**src/lnmw_regs.svh**
```systemverilog
// constants of the bus transceiver mode, wake and fault block
`ifndef LNMW_REGS_SVH
`define LNMW_REGS_SVH
// ----------------------------------------
// clock and time base
// ----------------------------------------
`define LNMW_REF_NS 20
`define LNMW_US_NS 1000
`define LNMW_TICK_DIV (`LNMW_US_NS / `LNMW_REF_NS)
// ----------------------------------------
// durations in microseconds
// ----------------------------------------
`define LNMW_WAKE_FILT_MIN_US 30
`define LNMW_WAKE_FILT_MAX_US 150
`define LNMW_TXD_TO_US 10000
`define LNMW_BUS_TO_US 10000
`define LNMW_EN_TIME_US 10
// ----------------------------------------
// channel mode field codes
// ----------------------------------------
`define LNMW_CM_OFF 2'h0
`define LNMW_CM_WAKE 2'h1
`define LNMW_CM_RXONLY 2'h2
`define LNMW_CM_NORMAL 2'h3
// ----------------------------------------
// system mode codes
// ----------------------------------------
`define LNMW_SM_NORMAL 3'h0
`define LNMW_SM_STOP 3'h1
`define LNMW_SM_SLEEP 3'h2
`define LNMW_SM_RESTART 3'h3
`define LNMW_SM_FAILSAFE 3'h4
// ----------------------------------------
// wake event word: channel bit above system mode
// ----------------------------------------
`define LNMW_EVW 4
`endif

```
**src/lnmw_pkg.sv**
```systemverilog
// types of the bus transceiver mode, wake and fault block
`default_nettype none
package lnmw_pkg;
   typedef enum logic [1:0] {W_IDLE, W_REC, W_DOM, W_LONG} lnmw_wst_t;
   typedef struct packed {
      logic [1:0] mode_prev;
      logic [15:0] en_cnt;
      logic en_done;
      logic tx_ok;
      logic [15:0] txd_cnt;
      logic tx_to;
      logic [15:0] bus_cnt;
      logic clamp;
      lnmw_wst_t wst;
      logic [15:0] wcnt;
      logic armed;
      logic hold;
      logic pend;
      logic [2:0] wsys;
      logic fault;
      logic drv_oe;
      logic rxd;
   } lnmw_ch_t;
endpackage
`default_nettype wire

```
**src/lnmw_strm_if.sv**
```systemverilog
// valid/ready stream carrier between the block's modules
`default_nettype none
interface lnmw_strm_if #(parameter int W = 4);
   logic valid;
   logic ready;
   logic [W-1:0] data;
   modport src (output valid, output data, input ready);
   modport snk (input valid, input data, output ready);
endinterface
`default_nettype wire

```
**src/lnmw_buf2.sv**
```systemverilog
// two-entry buffer for wake event words
`include "lnmw_regs.svh"
`default_nettype none
module lnmw_buf2 (
   // clock and reset
   input wire logic clk,
   input wire logic rst_b,
   // streams
   lnmw_strm_if.snk in_s,
   lnmw_strm_if.src out_s
);
   logic v0_q, v1_q, v0_d, v1_d, rdy_q;
   logic [`LNMW_EVW-1:0] d0_q, d1_q, d0_d, d1_d;
   logic push, pop;

   // ----------------------------------------
   // next state
   // ----------------------------------------
   always_comb begin
      push = in_s.valid && rdy_q;
      pop = v0_q && out_s.ready;
      v0_d = v0_q;
      v1_d = v1_q;
      d0_d = d0_q;
      d1_d = d1_q;
      if (pop) begin
         v0_d = v1_q;
         d0_d = d1_q;
         v1_d = 1'b0;
      end
      if (push) begin
         if (!v0_d) begin
            v0_d = 1'b1;
            d0_d = in_s.data;
         end else begin
            v1_d = 1'b1;
            d1_d = in_s.data;
         end
      end
   end

   // ----------------------------------------
   // registers
   // ----------------------------------------
   always_ff @(posedge clk or negedge rst_b) begin
      if (!rst_b) begin
         v0_q <= 1'b0;
         v1_q <= 1'b0;
         d0_q <= '0;
         d1_q <= '0;
         rdy_q <= 1'b0;
      end else begin
         v0_q <= v0_d;
         v1_q <= v1_d;
         d0_q <= d0_d;
         d1_q <= d1_d;
         // ready is a flop; a full second slot refuses until it drains
         rdy_q <= !v1_d;
      end
   end

   assign in_s.ready = rdy_q;
   assign out_s.valid = v0_q;
   assign out_s.data = d0_q;
endmodule
`default_nettype wire

```
**src/lnmw_top.sv**
```systemverilog
// mode, wake and fault control of two single-wire bus transceiver channels
// ----------------------------------------
// Operation
// - channel starts off after power-up; off ignores any bus wake
// - normal mode runs only in system Normal or Stop mode
// - normal mode drives transmit input onto bus, receive output follows bus
// - dominant present before enabling ends is not sent; only a fresh one
// - receive-only mode disables the driver, reception continues
// - wake-capable selectable in most modes, forced in system Fail-Safe
// - wake needs falling edge, dominant longer than filter, then rising edge
// - wake filter time lies between 30 and 150 microseconds
// - after wake receive output held low until mode changes
// - mode field keeps reading wake-capable after wake; wake disarmed
// - leaving and re-entering wake-capable mode rearms wake
// - system entering Stop, Sleep or Fail-Safe rearms wake
// - wake in Normal or Stop: interrupt low, source recorded, receive low
// - wake in Stop enables disabled watchdog when its option bit set
// - wake in Sleep requests Restart with regulator ramp, no interrupt
// - wake in Restart stays; in Fail-Safe requests Restart with ramp
// - transmit dominant past timeout disables driver and sets fault flag
// - driver returns once transmit input is recessive; mode unchanged
// - bus dominant past timeout in normal or receive-only sets fault
// - bus supply undervoltage disables driver and receiver, mode kept
// - normal slope by default; low slope changes only slew rate
// - low-slope bit accepted in system Normal, applied at chip select rise
// ----------------------------------------
`include "lnmw_regs.svh"
`default_nettype none
module lnmw_top import lnmw_pkg::*; #(
   parameter logic [15:0] WAKE_FILT_US = 16'(`LNMW_WAKE_FILT_MIN_US),
   parameter logic [15:0] TXD_TO_US = 16'(`LNMW_TXD_TO_US),
   parameter logic [15:0] BUS_TO_US = 16'(`LNMW_BUS_TO_US),
   parameter logic [15:0] EN_TIME_US = 16'(`LNMW_EN_TIME_US)
) (
   // clock and reset
   input wire logic REF_CLK,
   input wire logic RST_B,
   // system and configuration
   input wire logic [2:0] SYS_MODE,
   input wire logic [1:0] FIRST_CHANNEL_MODE_BITS,
   input wire logic [1:0] SECOND_CHANNEL_MODE_BITS,
   input wire logic WATCHDOG_ON_BUS_WAKE,
   input wire logic WATCHDOG_ENABLED,
   input wire logic LOW_SLOPE_SELECT_WR,
   input wire logic SPI_CS_B,
   input wire logic BUS_SUPPLY_UV,
   input wire logic [1:0] FAULT_CLR,
   input wire logic INT_ACK,
   // host pins
   input wire logic [1:0] TRANSMIT_INPUT,
   output logic [1:0] RECEIVE_OUTPUT_PIN,
   // bus pins, open drain
   input wire logic [1:0] BUS_I,
   output logic [1:0] BUS_O,
   output logic [1:0] BUS_OE,
   // status and requests
   output logic [3:0] CH_MODE_RB,
   output logic FIRST_CHANNEL_FAULT_FLAG,
   output logic SECOND_CHANNEL_FAULT_FLAG,
   output logic LOW_SLOPE,
   output logic INT_B,
   output logic WD_AUTO_EN,
   output logic RESTART_REQ,
   // wake source stream
   output logic WAKE_SRC_VALID,
   output logic [`LNMW_EVW-1:0] WAKE_SRC,
   input wire logic WAKE_SRC_READY
);
   // ----------------------------------------
   // input synchronisers
   // ----------------------------------------
   logic [5:0] pin_s1_q, pin_s2_q;
   logic [1:0] txd_s2_q, bus_s2_q;
   logic uv_s2_q, cs_s2_q;

   always_ff @(posedge REF_CLK or negedge RST_B) begin
      if (!RST_B) begin
         pin_s1_q <= 6'h3d;
         pin_s2_q <= 6'h3d;
      end else begin
         pin_s1_q <= {TRANSMIT_INPUT, BUS_I, BUS_SUPPLY_UV, SPI_CS_B};
         pin_s2_q <= pin_s1_q;
      end
   end

   assign {txd_s2_q, bus_s2_q, uv_s2_q, cs_s2_q} = pin_s2_q;

   // ----------------------------------------
   // system mode helpers
   // ----------------------------------------
   function automatic logic sys_run(input logic [2:0] m);
      sys_run = (m == `LNMW_SM_NORMAL) || (m == `LNMW_SM_STOP);
   endfunction

   function automatic logic sys_rearm(input logic [2:0] m);
      sys_rearm = (m == `LNMW_SM_STOP) || (m == `LNMW_SM_SLEEP) || (m == `LNMW_SM_FAILSAFE);
   endfunction

   // ----------------------------------------
   // global state
   // ----------------------------------------
   logic [5:0] div_q, div_d;
   logic tick_q, tick_d;
   logic [2:0] sys_prev_q, sys_prev_d;
   logic cs_prev_q, cs_prev_d;
   logic lsm_q, lsm_d;
   logic int_b_q, int_b_d;
   logic wd_q, wd_d;
   logic rst_req_q, rst_req_d;
   logic [1:0] wake_ev, pop;
   logic [2:0] ev_sys [2];
   logic enter_rearm;
   logic [1:0] ch_mode_in [2];
   lnmw_ch_t ch_q [2];
   lnmw_ch_t ch_d [2];

   lnmw_strm_if #(.W(`LNMW_EVW)) ev_in ();
   lnmw_strm_if #(.W(`LNMW_EVW)) ev_out ();

   assign ch_mode_in[0] = FIRST_CHANNEL_MODE_BITS;
   assign ch_mode_in[1] = SECOND_CHANNEL_MODE_BITS;
   assign enter_rearm = (SYS_MODE != sys_prev_q) && sys_rearm(SYS_MODE);

   always_comb begin
      div_d = div_q + 6'h01;
      tick_d = 1'b0;
      if (div_q == 6'(`LNMW_TICK_DIV - 1)) begin
         div_d = 6'h00;
         tick_d = 1'b1;
      end
      sys_prev_d = SYS_MODE;
      cs_prev_d = cs_s2_q;
      lsm_d = lsm_q;
      // slope bit is latched from the write only when chip select ends it
      if (cs_s2_q && !cs_prev_q && (SYS_MODE == `LNMW_SM_NORMAL)) begin
         lsm_d = LOW_SLOPE_SELECT_WR;
      end
      int_b_d = int_b_q;
      if (INT_ACK) begin
         int_b_d = 1'b1;
      end
      wd_d = 1'b0;
      rst_req_d = 1'b0;
      for (int k = 0; k < 2; k++) begin
         if (wake_ev[k]) begin
            if (sys_run(ev_sys[k])) begin
               int_b_d = 1'b0;
            end
            if ((ev_sys[k] == `LNMW_SM_STOP) && WATCHDOG_ON_BUS_WAKE && !WATCHDOG_ENABLED) begin
               wd_d = 1'b1;
            end
            if ((ev_sys[k] == `LNMW_SM_SLEEP) || (ev_sys[k] == `LNMW_SM_FAILSAFE)) begin
               rst_req_d = 1'b1;
            end
         end
      end
   end

   always_ff @(posedge REF_CLK or negedge RST_B) begin
      if (!RST_B) begin
         div_q <= 6'h00;
         tick_q <= 1'b0;
         sys_prev_q <= `LNMW_SM_NORMAL;
         cs_prev_q <= 1'b1;
         lsm_q <= 1'b0;
         int_b_q <= 1'b1;
         wd_q <= 1'b0;
         rst_req_q <= 1'b0;
      end else begin
         div_q <= div_d;
         tick_q <= tick_d;
         sys_prev_q <= sys_prev_d;
         cs_prev_q <= cs_prev_d;
         lsm_q <= lsm_d;
         int_b_q <= int_b_d;
         wd_q <= wd_d;
         rst_req_q <= rst_req_d;
      end
   end

   // ----------------------------------------
   // wake source hand-off, channel 0 first
   // ----------------------------------------
   assign ev_in.valid = ch_q[0].pend || ch_q[1].pend;
   assign ev_in.data = ch_q[0].pend ? {1'b0, ch_q[0].wsys} : {1'b1, ch_q[1].wsys};
   assign pop[0] = ev_in.ready && ch_q[0].pend;
   assign pop[1] = ev_in.ready && !ch_q[0].pend && ch_q[1].pend;
   assign ev_out.ready = WAKE_SRC_READY;

   lnmw_buf2 u_buf (
      .clk(REF_CLK),
      .rst_b(RST_B),
      .in_s(ev_in),
      .out_s(ev_out)
   );

   // ----------------------------------------
   // per channel logic
   // ----------------------------------------
   for (genvar i = 0; i < 2; i++) begin : g_ch
      logic [1:0] eff;
      logic txd, bus, is_norm, is_rx, wake_on, chg;

      always_comb begin
         // fail-safe forces wake-capable whatever the field holds
         eff = (SYS_MODE == `LNMW_SM_FAILSAFE) ? `LNMW_CM_WAKE : ch_mode_in[i];
         txd = txd_s2_q[i];
         bus = bus_s2_q[i];
         chg = eff != ch_q[i].mode_prev;
         is_norm = (eff == `LNMW_CM_NORMAL) && sys_run(SYS_MODE);
         is_rx = ((eff == `LNMW_CM_NORMAL) || (eff == `LNMW_CM_RXONLY)) && sys_run(SYS_MODE);
         wake_on = (eff == `LNMW_CM_WAKE) && ch_q[i].armed && !uv_s2_q;
         ch_d[i] = ch_q[i];
         ch_d[i].mode_prev = eff;
         wake_ev[i] = 1'b0;
         ev_sys[i] = SYS_MODE;
         // enabling time, then a recessive level must be seen first
         if (!is_norm) begin
            ch_d[i].en_cnt = 16'h0000;
            ch_d[i].en_done = 1'b0;
            ch_d[i].tx_ok = 1'b0;
         end else if (tick_q && !ch_q[i].en_done) begin
            ch_d[i].en_cnt = ch_q[i].en_cnt + 16'h0001;
            ch_d[i].en_done = ch_d[i].en_cnt >= EN_TIME_US;
         end
         if (ch_q[i].en_done && txd) begin
            ch_d[i].tx_ok = 1'b1;
         end
         // transmit dominant timeout
         if (txd) begin
            ch_d[i].txd_cnt = 16'h0000;
            ch_d[i].tx_to = 1'b0;
         end else if (tick_q && !ch_q[i].tx_to) begin
            ch_d[i].txd_cnt = ch_q[i].txd_cnt + 16'h0001;
            ch_d[i].tx_to = ch_q[i].txd_cnt >= TXD_TO_US;
         end
         // bus dominant clamping
         if (bus || !is_rx) begin
            ch_d[i].bus_cnt = 16'h0000;
            ch_d[i].clamp = 1'b0;
         end else if (tick_q && !ch_q[i].clamp) begin
            ch_d[i].bus_cnt = ch_q[i].bus_cnt + 16'h0001;
            ch_d[i].clamp = ch_q[i].bus_cnt >= BUS_TO_US;
         end
         // wake detection: recessive, long dominant, release
         case (ch_q[i].wst)
            W_IDLE: begin
               if (bus) begin
                  ch_d[i].wst = W_REC;
               end
            end
            W_REC: begin
               if (!bus) begin
                  ch_d[i].wst = W_DOM;
                  ch_d[i].wcnt = 16'h0000;
               end
            end
            W_DOM: begin
               if (bus) begin
                  ch_d[i].wst = W_REC;
               end else if (tick_q) begin
                  ch_d[i].wcnt = ch_q[i].wcnt + 16'h0001;
                  if (ch_q[i].wcnt >= WAKE_FILT_US) begin
                     ch_d[i].wst = W_LONG;
                  end
               end
            end
            W_LONG: begin
               if (bus) begin
                  ch_d[i].wst = W_IDLE;
                  wake_ev[i] = 1'b1;
               end
            end
            default: begin
               ch_d[i].wst = W_IDLE;
            end
         endcase
         if (!wake_on) begin
            ch_d[i].wst = W_IDLE;
            wake_ev[i] = 1'b0;
         end
         if (wake_ev[i]) begin
            ch_d[i].armed = 1'b0;
            ch_d[i].hold = 1'b1;
            ch_d[i].wsys = SYS_MODE;
         end
         // rearm on a mode toggle or on entering a low-power system mode
         if (chg && (eff != `LNMW_CM_WAKE)) begin
            ch_d[i].armed = 1'b1;
            ch_d[i].hold = 1'b0;
         end
         if (enter_rearm) begin
            ch_d[i].armed = 1'b1;
         end
         // event pending for the buffer; a new wake wins over the pop
         ch_d[i].pend = wake_ev[i] || (ch_q[i].pend && !pop[i]);
         // fault flag: set wins over software clear
         ch_d[i].fault = (ch_q[i].fault && !FAULT_CLR[i]) || (ch_d[i].tx_to && !ch_q[i].tx_to && is_norm) ||
            (ch_d[i].clamp && !ch_q[i].clamp);
         ch_d[i].drv_oe = is_norm && !uv_s2_q && ch_d[i].tx_ok && !ch_d[i].tx_to && !txd;
         if (ch_d[i].hold) begin
            ch_d[i].rxd = 1'b0;
         end else if (is_rx && !uv_s2_q) begin
            ch_d[i].rxd = bus;
         end else begin
            ch_d[i].rxd = 1'b1;
         end
      end

      always_ff @(posedge REF_CLK or negedge RST_B) begin
         if (!RST_B) begin
            ch_q[i] <= '{mode_prev: `LNMW_CM_OFF, wst: W_IDLE, armed: 1'b1, rxd: 1'b1, default: '0};
         end else begin
            ch_q[i] <= ch_d[i];
         end
      end

      assign RECEIVE_OUTPUT_PIN[i] = ch_q[i].rxd;
      assign BUS_OE[i] = ch_q[i].drv_oe;
      assign BUS_O[i] = 1'b0;
      assign CH_MODE_RB[2*i+1:2*i] = ch_q[i].mode_prev;
   end

   // ----------------------------------------
   // outputs
   // ----------------------------------------
   assign FIRST_CHANNEL_FAULT_FLAG = ch_q[0].fault;
   assign SECOND_CHANNEL_FAULT_FLAG = ch_q[1].fault;
   // slope only steers the analog slew control; logic timing is unchanged
   assign LOW_SLOPE = lsm_q;
   assign INT_B = int_b_q;
   assign WD_AUTO_EN = wd_q;
   assign RESTART_REQ = rst_req_q;
   assign WAKE_SRC_VALID = ev_out.valid;
   assign WAKE_SRC = ev_out.data;
endmodule
`default_nettype wire

```
**config.mk**
```make
export PLATFORM = sky130hd
export DESIGN_NAME = lnmw_top
export DESIGN_NICKNAME = d
export VERILOG_FILES = /design/src/lnmw_pkg.sv /design/src/lnmw_strm_if.sv /design/src/lnmw_buf2.sv /design/src/lnmw_top.sv
export VERILOG_INCLUDE_DIRS = /design/src
export SDC_FILE = /design/constraint.sdc
export NUM_CORES = 1
export LEC_CHECK = 0
export BUFFER_PORTS_ARGS = -buffer_cell sky130_fd_sc_hd__buf_2
export CAP_MARGIN = 20
export CORE_MARGIN = 5
export CORE_UTILIZATION = 55
export DETAILED_ROUTE_END_ITERATION = 6
export GPL_ROUTABILITY_DRIVEN = 0
export PLACE_DENSITY = 0.72
export RECOVER_POWER = 50
export SYNTH_ARGS = -nofsm -noshare
export SYNTH_HDL_FRONTEND = slang
export SYNTH_SLANG_ARGS = --single-unit
```
**constraint.sdc**
```tcl
create_clock -name REF_CLK -period 2.6 [get_ports REF_CLK]
set_input_delay 0.13 -clock REF_CLK [delete_from_list [all_inputs] [get_ports REF_CLK]]
set_output_delay 0.13 -clock REF_CLK [all_outputs]
set_load 0.005 [all_outputs]
```
Word-level counts from Yosys, hierarchy flattened
Cells that the tools add are included.
- flip-flop bits (word level): 200
- output and inout bits: 21
- eq/ne operators: 39
- reductions and logical operators: 100
- magnitude comparators: 8
- add/subtract/negate cells: 9
- multiplexer cells: 78
- operators with widths (operator ; number):
    two-way mux 17 bit ; 12
    adder 16 x 1 -> 16 bit (second input constant) ; 8
    two-way mux 18 bit ; 4
    greater-or-equal comparator 16 x 14 -> 1 bit (second input constant) ; 4
    one-hot mux 16 bit (2 select lines) ; 2
    logical AND 1 bit ; 48
    two-way mux 1 bit ; 35
    greater-or-equal comparator 16 x 4 -> 1 bit (second input constant) ; 2
    greater-or-equal comparator 16 x 5 -> 1 bit (second input constant) ; 2
    two-way mux 16 bit ; 2
    two-way mux 2 bit ; 16
    zero test 1 bit ; 21
    != test 3 bit (second input constant) ; 6
    == test 2 bit (second input constant) ; 8
    two-way mux 4 bit ; 4
    != test 4 bit (second input constant) ; 4
    one-hot mux 2 bit (4 select lines) ; 2
    logical OR 1 bit ; 15
    != test 2 bit (second input constant) ; 6
    nonzero test 2 bit ; 6
    AND reduction 5 bit ; 2
    == test 2 x 1 -> 1 bit (second input constant) ; 4
    != test 2 x 1 -> 1 bit (second input constant) ; 4
    AND reduction 4 bit ; 2
    12 further kinds ; 15

Depth between registers and ports, before layout
Gate-level depths: netlist of the first run.
- word-level depth: 10
- gate-level depth with buffers: 8
- gate-level depth less buffers: 8

Hierarchy
A second synthesis of the first run with hierarchy kept.
- cell total of the unflattened synthesis: 1044
- area total of the unflattened synthesis: 10082.2 um^2
- by module, submodules not included (module ; area each (um^2) ; instances ; cells an instance):
    lnmw_top ; 9586.7 ; 1 ; 1010
    lnmw_buf2 ; 495.5 ; 1 ; 34

Worst setup path after synthesis of the first run
No wires, ideal clock.
- kind: register to register
- from: register ch_q[63] (netlist bit)
- to: register ch_q[62] (netlist bit)
- period minus slack after synthesis: 1836 ps
- slack: 764 ps
- data arrival time: 1700 ps
- buffers on the path: 0
- library setup time: 136 ps
- stages on the path, launching flop included: 8
- cell sequence: dfrtp_1 ha_1 and4_1 nand2_1 xnor2_1 a2111o_1 nor4_1 a31oi_1
- cells in the longest elaborated chain, start to end: 4
- ends and longest elaborated chain (item ; line ; source):
    start, declared ; lnmw_top.sv:114 ; lnmw_ch_t ch_q [2];
    start signal, assigned by index ; lnmw_top.sv:314 ; ch_q[i] <= ch_d[i];
    adder 16 x 1 -> 16 bit ; lnmw_top.sv:223 ; ch_d[i].en_cnt = ch_q[i].en_cnt + 16'h0001;
    greater-or-equal comparator 16 x 4 -> 1 bit ; lnmw_top.sv:224 ; ch_d[i].en_done = ch_d[i].en_cnt >= EN_TIME_US;
    two-way mux 17 bit ; lnmw_top.sv:222 ; end else if (tick_q && !ch_q[i].en_done) begin
    two-way mux 17 bit ; lnmw_top.sv:218 ; if (!is_norm) begin
Every way passes these cells. The select of a mux whose other input is x is not followed.
A chain may end at the register's enable or synchronous reset.

Worst setup path after layout of the first run
- from: input port SYS_MODE[1]
- to: register wd_q, in the netlist WD_AUTO_EN
- cells in the longest elaborated chain, start to end: 9
- ends and longest elaborated chain (item ; line ; source):
    start, declared ; lnmw_top.sv:39 ; input wire logic [2:0] SYS_MODE,
    == test 3 bit (no source line) ; -- ;
    two-way mux 2 bit ; lnmw_top.sv:206 ; eff = (SYS_MODE == `LNMW_SM_FAILSAFE) ? `LNMW_CM_WAKE : ch_mode_in[i];
    == test 2 x 1 -> 1 bit (no source line) ; -- ;
    logical AND 1 bit (2 in series) ; lnmw_top.sv:212 ; wake_on = (eff == `LNMW_CM_WAKE) && ch_q[i].armed && !uv_s2_q;
    two-way mux 1 bit ; lnmw_top.sv:278 ; if (!wake_on) begin
    two-way mux 1 bit ; lnmw_top.sv:145 ; if (wake_ev[k]) begin
    two-way mux 1 bit ; lnmw_top.sv:149 ; if ((ev_sys[k] == `LNMW_SM_STOP) && WATCHDOG_ON_BUS_WAKE && !WATCHDOG_ENABLED) begin
    two-way mux 1 bit (*) ; lnmw_top.sv:145 ;
    net wd_d ; lnmw_top.sv:108 ; logic wd_q, wd_d;
    end signal, assigned ; lnmw_top.sv:176 ; wd_q <= wd_d;
    end, declared ; lnmw_top.sv:108 ;
Mark *: on every way through the listed nets, which the timed path passes. The rest lies on a longest branch.

==> results of run 1 <==
==> what timing repair did <==
action	CTS	global route
resized for setup	0	2
endpoints found under the setup margin	0	1
endpoints found under the hold margin	90	0
hold buffers	15	0
==> final cells by class <==
cell class	count	area, sq um
Timing Repair Buffer	66	422
Inverter	37	139
Tap cell	229	287
Sequential cell	200	5020
Clock inverter	15	144
Fill cell	1492	6890
Clock buffer	17	425
Multi-Input combinational cell	742	4510
==> worst reg2reg max path: cells and delay by family (launching register included) <==
family | cells | cell delay [ns]
compound gates | 1 | 0.14
buf+inv | 1 | 0.56
flops | 1 | 0.69
simple gates | 3 | 0.70
==> final timing paths <==
path / start / to / slack (ns) / cells past startpoint
worst max-delay path: SYS_MODE[1] / WD_AUTO_EN / 0.15 / 9
worst min-delay path: SECOND_CHANNEL_MODE_BITS[0] / CH_MODE_RB[2] / 0.04 / 2
worst max register to register: pin_s2_q[3] / WD_AUTO_EN / 0.44 / 5
worst min register to register: pin_s1_q[1] / pin_s2_q[1] / 0.35 / 0
max in group asynchronous: RST_B / ch_q[67] / 0.63 / 3
min in group asynchronous: RST_B / ch_q[99] / 0.29 / 2
==> per-stage QoR <==
stage	setup slack, ns	utilization	area [sq um]	hold slack [ns]
5_1_grt	0.0522	0.614	10900	0.0260
3_3_place_gp	0.616	0.575	10300	0.230
3_5_place_dp	0.537	0.575	10300	0.226
2_1_floorplan	0.764	-	9880	-0.166
6_report	0.153	0.614	10900	0.0369
4_1_cts	0.123	0.616	11000	0.0112
==> cells in the final DEF (no fill, tap or decap), drive strengths merged, types with 6 or more instances in the layout <==
cell type and instances:
dfrtp 184, nor2 176, xor2 73, nand2 63, a21oi 55, nand3 53, inv 43, o21ai 39
xnor2 37, buf 36, clkbuf 32, and3 25, nor3 24, nand4 23, ha 18, or3 17
dfstp 16, dlygate4sd3 15, nor4 12, nand2b 11, nand3b 9, and4 8, mux2 8, nor2b 7
mux2i 7, o22ai 7, a31oi 7, nor3b 6, clkinv 6
==> synth_stat cells, drive strengths merged (12+ instances only) <==
library cell and n:
nor2 176, dfrtp 184, nand3 53, clkbuf 26
o21ai 39, nor3 24, or3 17, dfstp 16
nor4 12, xnor2 37, xor2 73, inv 37
a21oi 55, and3 25, nand2 63, buf 19
nand4 23, ha 18
==> routing by layer <==
metal  part of all wire  routed length [microns]  vias up
met1               0.48                     9200     3575
met4             0.0088                      167        2
li1                   -                        -     3587
met3              0.040                      771       15
met5            0.00037                        7        -
met2               0.47                     8930      117
==> logic make-up (layout without fill, tap and decap cells) <==
group / count (synthesis) / after routing
AOI/OAI and AO/OA: 149 / 149
xor gates and xnor gates: 110 / 110
adders and majority gates: 19 / 19
buffers and inverters: 82 / 135
DFF: 200 / 200
muxes: 15 / 15
other: 1 / 2
and+or+nand+nor: 447 / 447
==> sequential cells by signal (all words and copies together) (netlist names), 2 cells and up <==
signal,count
ch_q,152
div_q,6
pin_s1_q,6
pin_s2_q,6
CH_MODE_RB,4
u_buf.d1_q,4
u_buf.out_s.data,4
sys_prev_q,3
BUS_OE,2
RECEIVE_OUTPUT_PIN,2
==> power by group <==
part | leakage, nW | switching, mW | total, mW | internal (mW)
sequential | 2.68 | 0.0491 | 3.22 | 3.17
clock | 0.278 | 1.21 | 2.55 | 1.35
combinational | 1.64 | 0.145 | 0.230 | 0.0844
total | 4.60 | 1.40 | 6.00 | 4.60
==> summary.md, run 1 <==
| Metric | Value |
|---|---|
| Status | `finished, final reports clean` |
| Met3 Resource Use GR | `0.0427` |
| # DRC | `0` |
| Clock Tree Root | `clkbuf_16` |
| Fin crit period | `2.45 ns` |
| Synthesized area per cell | `9.66 sq um` |
| Least-Margin Pin Slew | `1.26 ns` |
| Post-route antenna net violation count | `0` |
| Total power | `6.00 mW` |
| CP endpoint kind | `register` |
| Area contributors post-synth | `dfrtp_1 47%, nor2_1 6.5%, xor2_1 6.5%` |
| Routed vias | `7296` |
| Worst-path clk slew | `0.07 ns` |
| Number of cell rows | `49` |
| Post-synth EDFFs | `0` |
| Setup Fix Bufs, Post-CTS | `0` |
| Largest family of logic cells by synthesized area | `simple AND/OR/NAND/NOR gates` |
| Worst IR drop on VDD | `681 uV` |
| Gr usage total | `0.197` |
| Setup violators final | `0` |
| Period utilization | `0.941` |
| Post-DR vias/cell | `5.59` |
| Initial antenna violation count | `1` |
| Port-buffer cells | `40` |
| Max-slew violation count | `0` |
| Grt met2 use | `0.316` |
| Die H | `144 microns` |
| CTS buffer count | `17` |
| Max-cap check violation count | `0` |
| Vias in the first global route | `7034` |
| Yosys reg bits | `200` |
| Final clock skew | `0.00997 ns` |
| Full die area | `20700 sq um` |
| Die width | `144 microns` |
| FFs w/ async S/R, synth | `1.00` |
| Worst Hold Class | `primary input to register` |
| H-tree levels | `4` |
| YS warnings | `0` |
| I/O Pins | `43` |
| Synthesized instance count | `1023` |
| DP Wirelength | `12800 microns` |
| CP Cell Sequence | `dlygate4sd3_1 > clkbuf_1 > nor2_2 > nand2_1 > a211o_1 > nor2_4 > o21ai_1 > nor3_1 > dlygate4sd3_1` |
| Startpoint types | `primary input` |
| Drt total wl | `19100 microns` |
| Share of the synthesized area in the top cell type | `0.466` |
| Leakage power | `4.60 nW` |
| Simple-gate share of the synthesized area | `0.223` |
| Crit path max-delay cell type | `dlygate4sd3_1` |
| Num Clock Sinks | `200` |
| Critical path's top delay family | `buffers and inverters` |
| Number of diodes | `0` |
| Met1 Track Usage GR | `0.280` |
| Effective utilization at floorplan | `0.554` |
| First-pass GRT wire length | `33400 microns` |
| Non-filler cells, final | `1306` |
| Inst Count DP | `1259` |
| Crit path kind | `primary input to register` |
| Pwr/cell area | `548 nW/um^2` |
| Setup TNS | `0 ns` |
| Total gr overflow | `0` |
| FMAX | `409 MHz` |
| Fin. Hold Viols | `0` |
| Count of cell types in the netlist | `63` |
| Crit path top cell by count | `dlygate4sd3_1` |
| Synth Cell Area | `9880 sq um` |
| Maximum clock insertion buffer count | `2` |
| RSZ-0062 raised after global routing | `false` |
| Critical Path AT | `2.81 ns` |
| Drt wl/cell | `14.6 microns` |
| Mux share of post-synthesis cell area | `0.0162` |
| DR iter-0 viols | `422` |
| Pin count of the biggest net entering global routing | `84` |
| Synth Area in Compound Gates | `0.0944` |
| Core ar. | `17800 sq um` |
| Synthesized-area fraction occupied by adder cells | `0.0238` |
| Slowest stage delay, CP | `0.56 ns` |
| Cell accounting for the most synthesized area | `dfrtp_1` |
| Req. time, crit path | `2.96 ns` |
| Area growth syn-to-layout | `10.8%` |
| Worst skew pair latency | `0.43 ns` |
| Share of cells above drive strength 1 | `0.0975` |
| Top FF cell, synth | `dfrtp_1` |
| Relative max-transition margin | `0.159` |
| Nets@finish | `1104` |
| WP buf/inv | `3` |
| Seq/Total Area, Yosys | `0.509` |
| Synth Area in XOR/XNOR | `0.0975` |
| Router iterations before antenna repair | `5` |
| CTS tree | `yes` |
| CP max FO | `8` |
| Global route hottest layer | `met2` |
Note: power is estimated with default switching activity, not from simulation.
==> inputs of run 2 (changes only) <==
--- a/config.mk
+++ b/config.mk
@@ -6,6 +6,7 @@
 export SDC_FILE = /design/constraint.sdc
 export NUM_CORES = 1
 export LEC_CHECK = 0
+export ABC_AREA = 1
 export BUFFER_PORTS_ARGS = -buffer_cell sky130_fd_sc_hd__buf_2
 export CAP_MARGIN = 20
 export CORE_MARGIN = 5
@@ -13,7 +14,7 @@
 export DETAILED_ROUTE_END_ITERATION = 6
 export GPL_ROUTABILITY_DRIVEN = 0
 export PLACE_DENSITY = 0.72
-export RECOVER_POWER = 50
+export RECOVER_POWER = 25
 export SYNTH_ARGS = -nofsm -noshare
 export SYNTH_HDL_FRONTEND = slang
 export SYNTH_SLANG_ARGS = --single-unit
==> summary.md, run 2 <==
| Metric | Value |
|---|---|
| Worst Hold Class | `primary input to register` |
| Reg-to-reg slack, setup | `0.44 ns` |
| Die width | `148 microns` |
| PnR worst setup slack | `0.209 ns` |
| Synth Cell Area | `10500 sq um` |
| Max-cap check violation count | `1` |
| Most common cell after layout, fill and taps aside | `nand2_1` |
| Die H | `148 microns` |
| Critical path's top delay family | `buffers and inverters` |
| Slowest stage delay, CP | `0.57 ns` |
| Drt wl/cell | `13.6 microns` |
| Fin crit period | `2.39 ns` |
| I/O Pins | `43` |
| Worst-path clk slew | `0.07 ns` |
| Status | `finished, violations left` |
| Clk pwr share | `0.424` |
| Synthesized instance count | `1338` |
| Yosys reg bits | `200` |
| Post-synth EDFFs | `0` |
| Core ar. | `18800 sq um` |
| Share of the synthesized area in the top cell type | `0.438` |
| Full die area | `22000 sq um` |
| Reg power frac | `0.522` |
| Sw frac | `0.241` |
| Count of cell types in the netlist | `47` |
| Setup violators final | `0` |
| Router iterations before antenna repair | `5` |
| Cell accounting for the most synthesized area | `dfrtp_1` |
| Failing checks | `max-capacitance violations, max-slew violations` |
| DR iter-0 viols | `491` |
| FMAX | `418 MHz` |
| Number of cell rows | `50` |
| Clock Tree Root | `clkbuf_16` |
| Leakage power | `5.35 nW` |
| Port-buffer cells | `40` |
| Switch Pwr | `1.49 mW` |
| Setup TNS | `0 ns` |
| Most flops, register | `ch_q` |
| CP Cell Sequence | `dlygate4sd3_1 > clkbuf_1 > nor2_2 > nand2_4 > nand2_1 > nand4_1 > nor2_1 > nand3_2 > nand2_1 > inv_1 > nor3_2 > dlygate4sd3_1` |
| Top FF cell, synth | `dfrtp_1` |
| Area contributors post-synth | `dfrtp_1 44%, nand2_1 10%, inv_1 7.0%` |
| # DRC | `0` |
| Synth top cells by count | `279 x nand2_1, 195 x inv_1, 184 x dfrtp_1, 150 x nor2_1, 100 x nand3_1` |
| Number of diodes | `0` |
| Synthesized area per cell | `7.86 sq um` |
| Setup Fix Bufs, Post-CTS | `0` |
| Crit path kind | `primary input to register` |
| Vias in the first global route | `8390` |
| Post-DR vias/cell | `5.35` |
| CTS tree | `yes` |
| Cts hold-fix bufs | `20` |
| Place WS | `0.701 ns` |
| Req. time, crit path | `2.97 ns` |
| Post-route antenna net violation count | `0` |
| Startpoint types | `primary input` |
| Relative max-transition margin | `-0.312` |
| Max-slew violation count | `87` |
| Effective utilization at floorplan | `0.560` |
| Total power | `6.19 mW` |
| Share of cells above drive strength 1 | `0.103` |
| Critical Path AT | `2.77 ns` |
| H-tree levels | `4` |
| Worst skew pair latency | `0.44 ns` |
| CTS buffer count | `17` |
| Routed vias | `8827` |
| Maximum clock insertion buffer count | `2` |
| Drt total wl | `22400 microns` |
| Total gr overflow | `0` |
| RSZ-0062 raised after global routing | `false` |
| YS warnings | `0` |
| Top-count cell post-synth | `nand2_1` |
| Gate power share | `0.054` |
| Crit path max-delay cell type | `dlygate4sd3_1` |
| Num Clock Sinks | `200` |
| Pwr/cell area | `527 nW/um^2` |
| Worst IR drop on VDD | `468 uV` |
| Inst Count DP | `1598` |
| Initial antenna violation count | `0` |
| First-pass GRT wire length | `39000 microns` |
| Nets@finish | `1443` |
| DP Wirelength | `16200 microns` |
| Period utilization | `0.920` |
| Pin count of the biggest net entering global routing | `89` |
| Least-Margin Pin Slew | `1.97 ns` |
| Final clock skew | `0.00637 ns` |
| FFs w/ async S/R, synth | `1.00` |
| Seq/Total Area, Yosys | `0.478` |
| CP max FO | `10` |
| Non-filler cells, final | `1650` |
| Max FFs per register | `152` |
| Int Pwr | `4.69 mW` |
| Area growth syn-to-layout | `11.6%` |
| Post_cts resized | `0` |
| Most frequent cells in the layout | `280 x nand2_1, 195 x inv_1, 184 x dfrtp_1, 150 x nor2_1, 100 x nand3_1` |
| Fin. Hold Viols | `0` |
| WP buf/inv | `4` |
| CP endpoint kind | `register` |
| Gr usage total | `0.214` |
[run 2: changes by cell type after synthesis, sizes merged, moves of 36 or more]
cell   delta
nand2   +224
xnor2    -36
nand3    +53
xor2     -60
o21ai    +51
inv     +162
[run 2: cell type report]
type	count	area (sq um)
inverters	200	751
clock buffers	19	443
flip-flops and latches	200	5020
multi-input cells	916	4600
repair buffers	68	482
well taps	234	293
fillers	1637	7040
clock inverters	13	138
[run 2: power groups by stage]
stage / clock network [mW] / registers (mW) / logic, mW
2_1_floorplan: 0 / 3.28 / 0.162
3_3_place_gp: 0 / 3.29 / 0.318
3_5_place_dp: 0 / 3.29 / 0.323
4_1_cts: 2.68 / 3.23 / 0.346
5_1_grt: 2.82 / 3.24 / 0.386
6_report: 2.62 / 3.23 / 0.336
[run 2: worst min-delay path, stage by stage]
cell and delay, ns:
buf_2 0.12, nand2_2 0.10, inv_1 0.06
[run 2: logic make-up (layout without fill, tap and decap cells)]
family / count (synthesis) / count (layout) / share of synthesized area
adders and majority gates: 18 / 18 / 0.0214
and+or+nand+nor: 670 / 670 / 0.290
AOI/OAI and AO/OA: 208 / 208 / 0.110
xor gates and xnor gates: 14 / 14 / 0.0117
muxes: 4 / 4 / 0.00428
DFF: 200 / 200 / 0.478
buffers and inverters: 223 / 300 / 0.0848
other: 1 / 2 / 0.000357
[run 2: per-stage QoR]
step / utilization / hold slack (ns) / cell area, sq um
final: 0.625 / 0.0180 / 11700
after global routing: 0.625 / 0.0307 / 11700
after CTS: 0.626 / 0.00245 / 11700
after detailed placement: 0.584 / 0.237 / 11000
after global placement: 0.584 / 0.235 / 11000
after floorplan: - / -0.166 / 10500
[run 2: final timing paths]
kind                                            startpoint            end  cells after the start
min in group asynchronous                            RST_B      ch_q[154]                      2
worst max register to register                 pin_s2_q[1]     WD_AUTO_EN                      8
worst min register to register                 pin_s1_q[4]    pin_s2_q[4]                      0
worst max-delay path                           SYS_MODE[0]     WD_AUTO_EN                     12
max in group asynchronous                            RST_B    pin_s1_q[2]                      3
worst min-delay path            FIRST_CHANNEL_MODE_BITS[1]  CH_MODE_RB[1]                      3
[run 2: routing by layer]
layer / share of wire / GRT usage / up-vias
met5: 0 / 0 / -
met4: 0.0092 / 0.0494 / 0
met3: 0.028 / 0.0378 / 23
met2: 0.47 / 0.348 / 110
met1: 0.50 / 0.303 / 4177
li1: - / - / 4517
==> inputs of run 3 (changes only) <==
--- a/config.mk
+++ b/config.mk
@@ -10,10 +10,9 @@
 export BUFFER_PORTS_ARGS = -buffer_cell sky130_fd_sc_hd__buf_2
 export CAP_MARGIN = 20
 export CORE_MARGIN = 5
-export CORE_UTILIZATION = 55
+export CORE_UTILIZATION = 25
 export DETAILED_ROUTE_END_ITERATION = 6
 export GPL_ROUTABILITY_DRIVEN = 0
-export PLACE_DENSITY = 0.72
 export RECOVER_POWER = 25
 export SYNTH_ARGS = -nofsm -noshare
 export SYNTH_HDL_FRONTEND = slang
==> summary.md, run 3 (synthesis gave the netlist of run 2 again) <==
| Metric | Value |
|---|---|
| Status | `finished, violations left` |
| Failing checks | `max-capacitance violations, max-slew violations` |
| Met2 WL | `11200 microns` |
| CTS buffer count | `17` |
| Full die area | `46300 sq um` |
| Max-cap check violation count | `1` |
| Post_cts resized | `0` |
| Worst skew pair latency | `0.44 ns` |
| CP endpoint kind | `register` |
| Die width | `215 microns` |
| Fin. Hold Viols | `0` |
| Period utilization | `0.918` |
| Setup Fix Bufs, Post-CTS | `0` |
| Num Clock Sinks | `200` |
| RSZ-0062 raised after global routing | `false` |
| Top Layer Used | `met5` |
| Filler cells | `4431` |
| CP max FO | `10` |
| Share of cells above drive strength 1 | `0.102` |
| Crit path capture | `WD_AUTO_EN` |
| First-pass GRT wire length | `41400 microns` |
| Critical Path AT | `2.76 ns` |
| Port-buffer cells | `40` |
| Fin crit period | `2.39 ns` |
| Multi-input logic area | `4600 sq um` |
| Relative max-transition margin | `-0.339` |
| Vias in the first global route | `8487` |
| Hold WS | `0.00545 ns` |
| Worst IR drop on VDD | `405 uV` |
| Routed vias | `8823` |
| DR iter-0 viols | `652` |
| Worst Hold Class | `primary input to register` |
| Register area | `5020 sq um` |
| Startpoint types | `primary input` |
| Post-route antenna net violation count | `0` |
| Number of diodes | `0` |
| Setup TNS | `0 ns` |
| Router iterations before antenna repair | `5` |
| CTS tree | `yes` |
| Setup violators final | `0` |
| Final clock skew | `0.0120 ns` |
| FMAX | `419 MHz` |
| H-tree levels | `4` |
| Maximum clock insertion buffer count | `2` |
| Nets@finish | `1442` |
| Worst r2r path cells | `8` |
| Req. time, crit path | `2.98 ns` |
| Met1 WL | `11800 microns` |
| Gr usage total | `0.105` |
| Pin count of the biggest net entering global routing | `75` |
| Area growth syn-to-layout | `15.0%` |
| Reg-to-reg slack, setup | `0.45 ns` |
| Total gr overflow | `0` |
| Die H | `215 microns` |
| Pwr/cell area | `510 nW/um^2` |
| Clock Tree Root | `clkbuf_16` |
| Fin util | `0.290` |
| Crit path kind | `primary input to register` |
| Max-slew violation count | `73` |
| Core ar. | `41800 sq um` |
| Most flops, register | `ch_q` |
| I/O Pins | `43` |
| Drt wl/cell | `12.3 microns` |
| Max FFs per register | `152` |
| Most common cell after layout, fill and taps aside | `nand2_1` |
| FF-to-FF End | `WD_AUTO_EN` |
| Post-DR vias/cell | `4.52` |
| Least-Margin Pin Slew | `2.01 ns` |
| Initial antenna violation count | `1` |
| Leakage power | `5.36 nW` |
| Most frequent cells in the layout | `279 x nand2_1, 195 x inv_1, 184 x dfrtp_1, 150 x nor2_1, 100 x nand3_1` |
| Worst-path clk slew | `0.08 ns` |
| Number of cell rows | `75` |
| Met3 WL | `811 microns` |
| Worst Setup SP | `SYS_MODE[1]` |
| # DRC | `0` |
| Effective utilization at floorplan | `0.252` |
| Drt total wl | `24000 microns` |
| Worst R2R Start | `pin_s2_q[1]` |
| DP Wirelength | `17900 microns` |
run 3: cell types whose count changed in the layout (fill, tap and decap cells not counted), moves of 2 or more:
cell	delta
clkinvlp_4	-4
clkinv_4	+3
inv_8	+3
buf_2	-2
dfstp_1	+2
dfstp_2	-2
run 3: per-stage QoR:
step                      cells  instance area, sq um  setup slack, ns  total power [mW]
after floorplan            1339                 10500            0.971              3.44
after global routing       1953                 12100           0.0568              6.45
after CTS                  1953                 12100            0.253              6.28
after detailed placement   1903                 11300            0.655              3.63
after global placement     1903                 11300            0.723              3.63
final                      1953                 12100            0.214              6.17
run 3: final cells by class:
cell class,count,share of cell area
Clock buffer,18,0.0363
Clock inverter,13,0.0107
Inverter,200,0.0621
Multi-Input combinational cell,916,0.381
Sequential cell,200,0.416
Tap cell,539,0.0558
Timing Repair Buffer,67,0.0389
run 3: worst min-delay path by stage:
stage	startpoint	to	slack, ns	cells after the start
floorplan	RST_B	BUS_OE[0]	-0.17	0
global placement	RST_B	ch_q[154]	0.21	1
detailed placement	RST_B	ch_q[154]	0.21	1
CTS	FIRST_CHANNEL_MODE_BITS[1]	CH_MODE_RB[1]	0.003	3
global route	FIRST_CHANNEL_MODE_BITS[1]	CH_MODE_RB[1]	0.007	3
finish	FIRST_CHANNEL_MODE_BITS[1]	CH_MODE_RB[1]	0.005	3
run 3: where the power goes:
part	total [mW]	switching, mW	internal [mW]
Sequential	3.22	0.0408	3.18
Clock	2.59	1.29	1.30
Combinational	0.358	0.228	0.130
run 3: repair_timing:
item	in CTS	in global routing
endpoints found under the setup margin	0	0
hold buffers	19	0
hold endpoints to repair	78	0
run 3: critical path, cell delays in order:
cell           delay, ns
dlygate4sd3_1       0.58
clkbuf_1            0.17
nor2_2              0.16
nand2_4             0.11
nand2_2             0.12
nand4_1             0.18
nor2_1              0.20
nand3_2             0.23
nand2_1             0.13
inv_1               0.09
nor3_2              0.09
dlygate4sd3_1       0.56
run 3: metal layers:
layer,global-route usage,up-vias
li1,-,4520
met1,0.147,4151
met2,0.172,135
met3,0.0196,15
met4,0.0228,2
met5,0,-
